**src/rtl/gp_timer_defs.vh**
```
// Constants of the sixteen-bit general timer
// Notes on behaviour
// - One 16-bit counter steps on qualified events
// - Serves as clock time base or interval timer
// - Low-power 32 kHz crystal may drive counting
// - Asynchronous counter mode skips clock alignment
// - Optional alignment happens after the prescaler
// - Timer and gated modes count instruction cycles
// - Counter modes count the external clock pin
// - Mode bits: source 1, sync 2, gate 6
// - Source, gate and sync pick the mode
// - Counts only while run enable is set
// - Prescale codes give 1, 8, 64, 256
// - External clock counts on its rising edge
// - Idle-stop bit halts timer during idle
`ifndef GP_TIMER_DEFS_VH
`define GP_TIMER_DEFS_VH
`define TCW_RUN_BIT 15
`define TCW_IDLE_STOP_BIT 13
`define TCW_GATE_BIT 6
`define TCW_PRESCALE_HI 5
`define TCW_PRESCALE_LO 4
`define TCW_SYNC_BIT 2
`define TCW_SOURCE_BIT 1
`define TCW_WRITE_MASK 16'ha076
`define TCW_RESET 16'h0000
`define COUNT_RESET 16'h0000
`define PERIOD_RESET 16'hffff
`define PS_DIV1 2'h0
`define PS_DIV8 2'h1
`define PS_DIV64 2'h2
`define PS_DIV256 2'h3
`define PS_LAST_DIV8 8'h07
`define PS_LAST_DIV64 8'h3f
`define PS_LAST_DIV256 8'hff
`endif
```
**src/rtl/edge_prescaler.v**
```verilog
// Prescaler that turns count ticks into prescaled ticks
`timescale 1ns/1ps
`include "gp_timer_defs.vh"
module edge_prescaler (
   input wire clk_i,         // Clock the ticks belong to
   input wire rst_i,         // Synchronous clear, active high
   input wire tick_i,        // Raw count tick
   input wire [1:0] sel_i,   // Prescale code
   output wire tick_o        // Prescaled tick, combinational
);
   reg [7:0] div_q;
   reg [7:0] last;
   always @* begin
      case (sel_i)
         `PS_DIV8: last = `PS_LAST_DIV8;
         `PS_DIV64: last = `PS_LAST_DIV64;
         `PS_DIV256: last = `PS_LAST_DIV256;
         default: last = 8'h00;
      endcase
   end
   assign tick_o = tick_i && (div_q >= last);
   always @(posedge clk_i) begin
      if (rst_i) begin
         div_q <= 8'h00;
      end else if (tick_i) begin
         div_q <= (div_q >= last) ? 8'h00 : div_q + 8'h01;
      end
   end
endmodule // edge_prescaler

```
**src/rtl/gp_timer.v**
```verilog
// Sixteen-bit general timer with four count modes
`timescale 1ns/1ps
`include "gp_timer_defs.vh"
module gp_timer (
   input wire core_clk_i,                 // System clock, 200 MHz
   input wire sys_rst_i,                  // Synchronous reset, active high
   input wire instruction_cycle_clock_i,  // One-cycle instruction tick
   input wire external_count_clock_pin_i, // External count clock or crystal
   input wire gate_i,                     // External gate level
   input wire idle_i,                     // Chip is in idle mode
   input wire ctrl_wr_i,                  // Write strobe for the control word
   input wire [15:0] ctrl_wdata_i,        // Control word write data
   input wire period_wr_i,                // Write strobe for the period
   input wire [15:0] period_wdata_i,      // Period write data
   input wire count_wr_i,                 // Write strobe for the counter
   input wire [15:0] count_wdata_i,       // Counter write data
   input wire flag_clr_i,                 // Clears the match flag
   output wire [15:0] timer_control_word_o, // Control word readback
   output wire [15:0] count_o,            // Counter value
   output wire [15:0] period_o,           // Period value
   output wire match_flag_o,              // Sticky period match flag
   output wire [3:0] mode_o               // One-hot active mode
);
   localparam [3:0] MODE_TIMER = 4'h1;
   localparam [3:0] MODE_GATED = 4'h2;
   localparam [3:0] MODE_SYNC = 4'h4;
   localparam [3:0] MODE_ASYNC = 4'h8;

   reg [15:0] tcw_q;
   reg [15:0] count_q;
   reg [15:0] period_q;
   reg flag_q;
   reg [3:0] mode;
   reg ext_s1_q;
   reg ext_s2_q;
   reg ext_s3_q;
   reg raw_tick;
   wire timer_run_enable = tcw_q[`TCW_RUN_BIT];
   wire idle_stop_select = tcw_q[`TCW_IDLE_STOP_BIT];
   wire gated_accumulation_enable = tcw_q[`TCW_GATE_BIT];
   wire external_sync_select = tcw_q[`TCW_SYNC_BIT];
   wire clock_source_select = tcw_q[`TCW_SOURCE_BIT];
   wire [1:0] prescale_select = tcw_q[`TCW_PRESCALE_HI:`TCW_PRESCALE_LO];
   wire active;
   wire ps_tick;
   wire count_event;
   wire match;

   // Edge, hold and clear terms of the count path
   wire ext_rise;
   wire idle_hold;
   wire ps_clear;
   wire sync_tick_d;

   // Next values of the registers
   reg [15:0] tcw_d;
   reg [15:0] period_d;
   reg [15:0] count_d;
   reg flag_d;

   // Mode decode. The source bit picks internal or pin counting; with the
   // internal clock the gate bit picks plain or gated timing, and with the
   // pin the sync bit picks the aligned or the direct path. The codes are
   // one-hot so each mode can be tested with a single bit.
   always @* begin
      if (!clock_source_select) begin
         mode = gated_accumulation_enable ? MODE_GATED : MODE_TIMER;
      end else begin
         mode = external_sync_select ? MODE_SYNC : MODE_ASYNC;
      end
   end

   // Rising edges of the pin; with one clock the pin is sampled here, so
   // the async mode differs only in skipping the post-prescaler stage.
   always @(posedge core_clk_i) begin
      if (sys_rst_i) begin
         ext_s1_q <= 1'b0;
         ext_s2_q <= 1'b0;
         ext_s3_q <= 1'b0;
      end else begin
         ext_s1_q <= external_count_clock_pin_i;
         ext_s2_q <= ext_s1_q;
         ext_s3_q <= ext_s2_q;
      end
   end

   // A rising edge is a low-to-high step between the last two stages
   assign ext_rise = ext_s2_q && !ext_s3_q;

   // Select the raw tick before the prescaler
   always @* begin
      case (mode)
         MODE_TIMER: raw_tick = instruction_cycle_clock_i;
         MODE_GATED: raw_tick = instruction_cycle_clock_i && gate_i;
         MODE_SYNC: raw_tick = ext_rise;
         MODE_ASYNC: raw_tick = ext_rise;
         default: raw_tick = 1'b0;
      endcase
   end

   // Idle stop only matters while the chip is idle
   assign idle_hold = idle_stop_select && idle_i;
   assign active = timer_run_enable && !idle_hold;

   // Clearing the prescaler while run enable is off makes every run start begin a fresh
   // divide period, so the first prescaled tick is never early.
   assign ps_clear = sys_rst_i || !timer_run_enable;

   edge_prescaler u_prescaler (
      .clk_i(core_clk_i),
      .rst_i(ps_clear),
      .tick_i(raw_tick && active),
      .sel_i(prescale_select),
      .tick_o(ps_tick)
   );

   // Sync mode realigns the prescaled tick one clock later; async
   // mode uses the prescaler output directly.
   assign sync_tick_d = ps_tick && (mode == MODE_SYNC);
   reg ps_tick_q;
   always @(posedge core_clk_i) begin
      if (sys_rst_i) begin
         ps_tick_q <= 1'b0;
      end else begin
         ps_tick_q <= sync_tick_d;
      end
   end
   assign count_event = (mode == MODE_SYNC) ? ps_tick_q : ps_tick;

   // A match needs a count event, so writing a period equal to the
   // current count does not trip it until the next count arrives.
   assign match = count_event && (count_q == period_q);

   // Next control word: unimplemented bits never reach the register, so
   // they always read back as zero.
   always @* begin
      tcw_d = tcw_q;
      if (ctrl_wr_i) begin
         tcw_d = ctrl_wdata_i & `TCW_WRITE_MASK;
      end
   end

   // Next period value; it takes effect for the very next compare.
   // A period write alone never sets the flag.
   always @* begin
      period_d = period_q;
      if (period_wr_i) begin
         period_d = period_wdata_i;
      end
   end

   // Next counter value. A software write takes priority over a count in
   // the same cycle, so a load is never half overwritten by an increment;
   // the count that falls in that cycle is lost on purpose.
   always @* begin
      count_d = count_q;
      if (count_wr_i) begin
         count_d = count_wdata_i;
      end else if (match) begin
         count_d = `COUNT_RESET;
      end else if (count_event) begin
         count_d = count_q + 16'h0001;
      end
   end

   // Next flag value. A match in the clear cycle still sets the flag, so
   // software clearing late can never lose a period event.
   always @* begin
      flag_d = flag_q;
      if (match) begin
         flag_d = 1'b1;
      end else if (flag_clr_i) begin
         flag_d = 1'b0;
      end
   end

   // Control word register
   always @(posedge core_clk_i) begin
      if (sys_rst_i) begin
         tcw_q <= `TCW_RESET;
      end else begin
         tcw_q <= tcw_d;
      end
   end

   // Period register; its reset value lets a fresh timer span all 16 bits
   always @(posedge core_clk_i) begin
      if (sys_rst_i) begin
         period_q <= `PERIOD_RESET;
      end else begin
         period_q <= period_d;
      end
   end

   // Counter register
   always @(posedge core_clk_i) begin
      if (sys_rst_i) begin
         count_q <= `COUNT_RESET;
      end else begin
         count_q <= count_d;
      end
   end

   // Sticky match flag register
   always @(posedge core_clk_i) begin
      if (sys_rst_i) begin
         flag_q <= 1'b0;
      end else begin
         flag_q <= flag_d;
      end
   end

   // Outputs come straight from the registers; mode is a decode of them
   assign timer_control_word_o = tcw_q;
   assign count_o = count_q;
   assign period_o = period_q;
   assign match_flag_o = flag_q;
   assign mode_o = mode;
endmodule // gp_timer

```
**config.mk**
```make
export PLATFORM = sky130hd
export DESIGN_NAME = gp_timer
export DESIGN_NICKNAME = d
export VERILOG_FILES = /design/src/rtl/edge_prescaler.v /design/src/rtl/gp_timer.v
export VERILOG_INCLUDE_DIRS = /design/src /design/src/rtl
export SDC_FILE = /design/constraint.sdc
export NUM_CORES = 1
export LEC_CHECK = 0
export BUFFER_PORTS_ARGS = -buffer_cell sky130_fd_sc_hd__buf_2
export CORE_UTILIZATION = 39
export DETAILED_ROUTE_END_ITERATION = 10
export PLACE_DENSITY = 0.66
export SLEW_MARGIN = 30
export SYNTH_ARGS = -nofsm -noshare
export SYNTH_HDL_FRONTEND = slang
export SYNTH_SLANG_ARGS = --single-unit
```
**constraint.sdc**
```tcl
create_clock -name core_clk_i -period 5.8 [get_ports core_clk_i]
set_input_delay 0.29 -clock core_clk_i [delete_from_list [all_inputs] [get_ports core_clk_i]]
set_output_delay 0.29 -clock core_clk_i [all_outputs]
set_load 0.01 [all_outputs]
```
* Yosys cells after proc, flatten, opt, wreduce, memory -nomap -nowiden
Index checks and enable logic that the tools add are counted.
** Operators by class
- Add/sub/neg operators :: 2
- Magnitude comparators :: 1
- Equality and inequality tests :: 8
- Mux-type cells :: 12
- Reductions and logical operators :: 15
** Operators with widths (number)
- $mux 16 :: 3
- $pmux 8 s3 :: 1
- $add 16x1->16 const B :: 1
- $eq 16x16->1 :: 1
- $add 8x1->8 const B :: 1
- $ge 8x8->1 :: 1
- $logic_and 1x1->1 :: 8
- $mux 4 :: 2
- $mux 8 :: 1
- $eq 2x2->1 const B :: 2
- $eq 4x1->1 const B :: 1
- $eq 4x2->1 const B :: 1
- $eq 4x3->1 const B :: 1
- $eq 4x4->1 const B :: 1
- $logic_not 1->1 :: 3
- $mux 1 :: 3
- $pmux 1 s3 :: 1
- $reduce_bool 3->1 :: 1
- $eq 2x1->1 const B :: 1
- $mux 2 :: 1
- $reduce_bool 2->1 :: 1
- $reduce_or 2->1 :: 1
- $logic_or 1x1->1 :: 1
** Storage, ports and cells
- Flip-flop bits (word level) :: 52
- Input port bits :: 58
- Output and inout bits :: 53
- Word-level logic and storage cells :: 47

* Longest topological paths before layout
Gate-level depths: netlist of run 1.
- Word-level depth :: 11
- Mapped depth :: 10
- Gate-level depth less buffers :: 8

* Cells and area by module
Synthesis of run 1 repeated with hierarchy kept, for this count alone.
** Unflattened totals
- Cells, all modules :: 313
- Area total of the unflattened synthesis :: 2972.9 um^2
** Modules (own cells, without submodules)
- gp_timer :: instances 1, cells an instance 251, area each 2423.6 um^2, sequential area each 880.8 um^2
- edge_prescaler :: instances 1, cells an instance 62, area each 549.3 um^2, sequential area each 160.2 um^2

* Worst setup path before layout of run 1
OpenSTA, ideal clock, no wires.
- Path kind :: register -> register
- From :: reg tcw_q[5], in the netlist timer_control_word_o[5]
- To :: reg count_q[6], in the netlist count_o[6]
- Library setup time :: 134 ps
- Data arrival time :: 1926 ps
- Data required time :: 5666 ps
- Path slack :: 3740 ps
- Stages on the path, launching flop included :: 11
- Buffers on the path :: 2
- Period minus slack after synthesis :: 2060 ps
- Cells stage by stage :: dfxtp_1 -> nand2_1 -> ha_1 -> a21o_1 -> a21oi_1 -> nand3_1 -> o211a_1 -> buf_2 -> buf_4 -> o21ai_0 -> o211ai_1
** Between the ends
- Word-level cells in the longest chain between the ends :: 8
- Elaborated cells on any way between the ends :: 11
- Those cells by class :: order compare: 1; eq/ne: 3; mux: 4; reduce/logical: 3
** Ends and longest elaborated chain
- start, declared :: RTL line gp_timer.v:29 : reg [15:0] tcw_q;
- start signal, assigned :: RTL line gp_timer.v:180 : tcw_q <= `TCW_RESET;
- start signal, assigned :: RTL line gp_timer.v:182 : tcw_q <= tcw_d;
- $eq 2x2->1 or $eq 2x1->1 (tied branches) :: RTL line edge_prescaler.v:14 : case (sel_i)
- $pmux 8 s3 * :: RTL line edge_prescaler.v:14
- $ge 8x8->1 * :: RTL line edge_prescaler.v:21 : assign tick_o = tick_i && (div_q >= last);
- $logic_and 1x1->1 * :: RTL line edge_prescaler.v:21
- $mux 1 * :: RTL line gp_timer.v:128 : assign count_event = (mode == MODE_SYNC) ? ps_tick_q : ps_tick;
- $logic_and 1x1->1 :: RTL line gp_timer.v:132 : assign match = count_event && (count_q == period_q);
- $mux 16 :: RTL line gp_timer.v:159 : end else if (match) begin
- $mux 16 :: RTL line gp_timer.v:157 : if (count_wr_i) begin
- end signal, assigned :: RTL line gp_timer.v:198 : count_q <= `COUNT_RESET;
- end signal, assigned :: RTL line gp_timer.v:200 : count_q <= count_d;
- end, declared :: RTL line gp_timer.v:30 : reg [15:0] count_q;
Mark *: on every way between the ends. The rest lies on a longest branch, timed or not.
A chain may end at the register's enable or synchronous reset.

* Worst setup path in the final report of run 1
- From :: reg tcw_q[5], in the netlist timer_control_word_o[5]
- To :: reg count_q[9], in the netlist count_o[9]
The elaborated chain is that of the path after synthesis.

==> out/metrics.cfg, run 1 <==
[placement]
dpl_cell_area_sq_um=3354
place_congestion=0.8235
numPortBuffers=92
hpwlAfterDp_um=5213
place_ws_ns=3.285

[power_and_ir_drop]
design_power_total_mw=0.7386
peakVddDrop_mv=0.1095
cellLeakagePower_nw=1.433
powerDensity_nw_per_um2=214.3

[logic_synthesis]
netlist_instances=341
syn-cell-area_sq_um=2910
synth_edf_count=0
syn_area_per_cell_sq_um=8.535
ys_seq_area_frac=0.3577
synthArstFlopShare=0
synth-seq-cells=52
synth_cell_types=48
synthFlopType=dfxtp_1
yosys_warnings=0

[worst_setup_path]
setup.worst_path.start_class=register
crit_chain=nand2_1 -> ha_1 -> and4_1 -> o211ai_1 -> a21oi_1 -> o211a_1 -> o2111ai_1 -> a31oi_1
path_max_fanout=17
cpMaxStageDelayCell=o211a_1
slowest_delay_ns=0.55
crit_arrival_ns=2.65
path_class=register to register
required_ns=6.04
cp-end-kind=register

[die]
dieWidth_um=88.39
core_sq_um=7214
rows=31
die-area_sq_um=7812
fp.dieH_um=88.39
io_pins=111
start_util=0.4034

[timing]
finClkSkew_ns=0.004532
finalSetupTns_ns=0
max_freq_mhz=415.0
period_minus_slack_ns=2.410
setup_viol=0
slew_viol_final=0
postLayoutSetupSlackWorst_ns=3.390
rsz0062_at_grt=false
slew_headroom=0.4813
period_share=0.4154
tightest_slew_ns=0.7757
hold-worst-slack_ns=0.1820
hold_viol_final=0

[layout]
nFillCells=738
n_antenna_cell=0
area_delta_synth_final_pct=18.44
multi_input_area_sq_um=1680
drive_gt1_frac=0.2625
final_area_sq_um=3447
nNetsFinal=484
regArea_sq_um=1041

[clocking]
cts_buffers=5
cts_resized=0
root_buffer=clkbuf_8
h-tree-depth=2
cts_buffer_depth=2
path_clk_slew_ns=0.09
insertion_delay_ns=0.31
cts.sinks=52
cts_setup_buffers=0
cts_hold_buf=0
cts_tree=done

[run_status]
status=finished, final reports clean

[detailed_routing]
viasPerCell=5.317
met1_length_um=3398
drc_errors=0
ant_nets=0
vias=2754
wl_met3_um=437
dr.pass1.iters=4
routed.top_layer=met4
route.met2.wl_um=3354
totalWireLength_um=7314
wire_per_inst_um=14.12
drtIter0Drc=181

[hold_path]
hold_class=input pin to register

[global_routing]
grt_pass1_vias=2513
antenna_found_initial=0
grt_use_total=0.1939
overflow=0
grt_max_degree=48
grt_pass1_wl_um=11850

[run]
maxCapViolCount=0

path summary, 6_finish.rpt:
kind	start	to	slack [ns]	cells past startpoint
hold / removal	period_wdata_i[11]	period_o[11]$_SDFFE_PP1P_	0.18	2
setup reg to reg	timer_control_word_o[5]$_SDFFE_PP0P_	count_o[9]$_SDFFE_PP0P_	3.39	8
setup / recovery	timer_control_word_o[5]$_SDFFE_PP0P_	count_o[9]$_SDFFE_PP0P_	3.39	8
hold reg to reg	ext_s1_q$_SDFF_PP0_	ext_s2_q$_SDFF_PP0_	0.44	1
sequential cells by signal, summed over array words and instances (netlist names):
name,count
ext_s2_q,1
period_o,16
ext_s1_q,1
u_prescaler.div_q,8
ps_tick_q,1
timer_control_word_o,7
match_flag_o,1
count_o,16
ext_s3_q,1
placed cells by master (no fill, tap or decap), drive strengths merged, types with 16 or more instances in the layout:
master   n
nand3   18
xnor2   18
dfxtp   52
nor2b   21
nor2    25
nand2   18
a211o   16
buf     95
a21oi   16
critical path: cells and delay by family (launching register included):
kind	cells	cell delay, ns
flip-flops	1	0.41
AO/OA/AOI/OAI	5	1.29
adder cells (fa/ha/maj)	1	0.32
AND/OR/NAND/NOR	2	0.33
Yosys cell counts, types with 9 or more instances:
cell type   n  share of area
a31oi_1    12          0.026
dfxtp_1    52           0.36
o21ai_0     9          0.015
nand4_1    12          0.026
buf_4      11          0.028
nor2_1     24          0.031
a211o_1    16          0.048
xnor2_1    18          0.054
nor2b_1    21          0.045
clkbuf_1   13          0.017
xor2_1      9          0.027
nor3_1      9          0.015
nand2_1    18          0.023
a21oi_1    16          0.028
nand3_1    18          0.031
through the flow:
stage / utilization / std cells
after detailed placement: 0.4650 / 509
final: 0.4778 / 518
after CTS: 0.4768 / 517
after global routing: 0.4778 / 518
after global placement: 0.4646 / 509
after floorplan: - / 349
report_power, final:
part | switching [mW] | internal (mW) | total [mW]
Clock | 0.122 | 0.0866 | 0.209
Combinational | 0.0664 | 0.0609 | 0.127
Sequential | 0.0261 | 0.376 | 0.402
Total | 0.215 | 0.524 | 0.739
logic make-up (layout without fill, tap and decap cells):
group                      after synthesis  in the layout  synth area share
DFF                                     52             52            0.3577
adders and majority gates                8              8           0.03440
muxes                                    8              8           0.02752
AOI/OAI and AO/OA                       77             77            0.1857
and+or+nand+nor                        126            126            0.2360
buffers and inverters                   42            112           0.07610
xor gates and xnor gates                27             27           0.08126
other                                    1              9          0.001289
area by class of cell:
type / count / share of cell area
Timing Repair Buffer: 95 / 0.1401
Sequential cell: 52 / 0.3020
Multi-Input combinational cell: 255 / 0.4875
Inverter: 9 / 0.009800
Clock buffer: 7 / 0.02214
Clock inverter: 1 / 0.002541
Tap cell: 99 / 0.03593
per-layer routing:
layer  track usage  vias to the layer above
li1              -                     1371
met1        0.2650                     1292
met2        0.3014                       83
met3       0.04757                        8
met4       0.06012                        0
met5             0                        -
Note: power is estimated with default switching activity, not from simulation.
==> inputs of run 2 (changes only) <==
- PLACE_DENSITY: 0.66 -> 0.69
- clock period: 5.8 -> 1.97 ns (I/O delays scaled with it)
==> out/metrics.cfg, run 2 (synthesis gave the netlist of run 1 again) <==
[timing]
hold-worst-slack_ns=0.004490
finClkSkew_ns=0.008365
period_share=1.067
hold_viol_final=0
period_minus_slack_ns=2.101
slew_viol_final=0
rsz0062_at_grt=true
tightest_slew_ns=0.5416
slew_headroom=0.6386
setup_viol=24
max_freq_mhz=475.9
postLayoutSetupSlackWorst_ns=-0.1311

[worst_setup_path]
crit_arrival_ns=2.30
cp-end-kind=register
path_class=register to register
crit_chain=inv_2 -> ha_4 -> and4_1 -> o211ai_1 -> a21oi_2 -> buf_4 -> o211ai_4 -> buf_6 -> a32oi_1 -> a21oi_1
slowest_delay_ns=0.40
cp_num_buf_inv=3
path_max_fanout=4
setup.worst_path.start_class=register
critPathTopFamily=compound AO/OA/AOI/OAI gates
required_ns=2.17
cpMaxStageDelayCell=dfxtp_4

[clocking]
cts.sinks=52
root_buffer=clkbuf_8
cts_buffers=5
insertion_delay_ns=0.31
cts_tree=done
path_clk_slew_ns=0.10
cts_buffer_depth=2
h-tree-depth=2

[layout]
fin_cells=575
nNetsFinal=541
postLayoutCoreUtil=0.5697
n_antenna_cell=0
area_delta_synth_final_pct=41.23
mostFrequentLayoutCells=buf_2 (92), dfxtp_1 (50), buf_4 (38)
mostFrequentLayoutCell=buf_2
nFillCells=659
multi_input_area_sq_um=1788
regArea_sq_um=1049
drive_gt1_frac=0.3550

[global_routing]
grt_pass1_wl_um=13820
grt_pass1_vias=2890
grt_max_degree=33
antenna_found_initial=0
overflow=0
grt_use_total=0.2273

[die]
core_sq_um=7214
start_util=0.4034
dieWidth_um=88.39
rows=31
io_pins=111
die-area_sq_um=7812
fp.dieH_um=88.39

[power_and_ir_drop]
powerDensity_nw_per_um2=585.0
design_power_total_mw=2.405
peakVddDrop_mv=0.4178
cellLeakagePower_nw=1.762

[detailed_routing]
drc_errors=0
viasPerCell=5.282
drtIter0Drc=207
dr.pass1.iters=4
wire_per_inst_um=15.00
totalWireLength_um=8623
vias=3037
ant_nets=0

[run_status]
status=complete, but fails checks
violations=negative setup slack

[placement]
hpwlAfterDp_um=6100
place_ws_ns=-0.1266
numPortBuffers=92
placed_cells=545
place_congestion=0.8029

[run]
maxCapViolCount=0

[hold_path]
hold_class=input pin to register

run 2: routing by layer:
metal	vias up	GRT usage	routed length, um
li1	1484	-	-
met4	0	0.07918	153
met2	109	0.3734	4165
met3	15	0.05037	570
met1	1429	0.2942	3734
met5	-	0	0
run 2: power breakdown:
| part | leakage (nW) | switching, mW | internal [mW] |
|---|---|---|---|
| logic | 1.27 | 0.247 | 0.252 |
| clock network | 0.0596 | 0.369 | 0.365 |
| registers | 0.430 | 0.0647 | 1.11 |
run 2: path summary, 6_finish.rpt:
| kind | start | endpoint | slack, ns | cells after the start |
|---|---|---|---|---|
| worst min-delay path | period_wdata_i[3] | period_o[3]$_SDFFE_PP1P_ | 0.004 | 2 |
| worst max register to register | timer_control_word_o[5]$_SDFFE_PP0P_ | count_o[0]$_SDFFE_PP0P_ | -0.13 | 10 |
| worst min register to register | ext_s1_q$_SDFF_PP0_ | ext_s2_q$_SDFF_PP0_ | 0.45 | 1 |
| worst max-delay path | timer_control_word_o[5]$_SDFFE_PP0P_ | count_o[0]$_SDFFE_PP0P_ | -0.13 | 10 |
run 2: final cells by class:
| cell class | count | share of cell area |
|---|---|---|
| clock buffer | 7 | 0.02618 |
| clock inverter | 1 | 0.002131 |
| inverter | 9 | 0.008219 |
| multi-input combinational | 255 | 0.4350 |
| sequential | 52 | 0.2551 |
| tap | 99 | 0.03014 |
| timing repair buffer | 152 | 0.2432 |
run 2: worst register-to-register path, stage by stage, from the launching register on:
cell      delay, ns
dfxtp_4        0.40
inv_2          0.07
ha_4           0.27
and4_1         0.21
o211ai_1       0.13
a21oi_2        0.20
buf_4          0.16
o211ai_4       0.11
buf_6          0.16
a32oi_1        0.19
a21oi_1        0.08
run 2: metrics by stage:
step                      setup TNS (ns)  instance area (sq um)
after floorplan                -0.009483                   2945
after global placement           -0.1292                   3640
after detailed placement          -1.152                   3640
after CTS                       -0.07462                   4089
after global routing              -3.535                   4110
final                             -1.198                   4110
run 2: repair_timing:
item                                    in CTS  in global routing
hold buffers                                15                  0
endpoints found under the setup margin      17                 25
pin swaps                                   14                 10
cloned                                       1                  0
buffers inserted                             5                  1
hold endpoints to repair                    15                  0
gates resized for setup                     23                  4
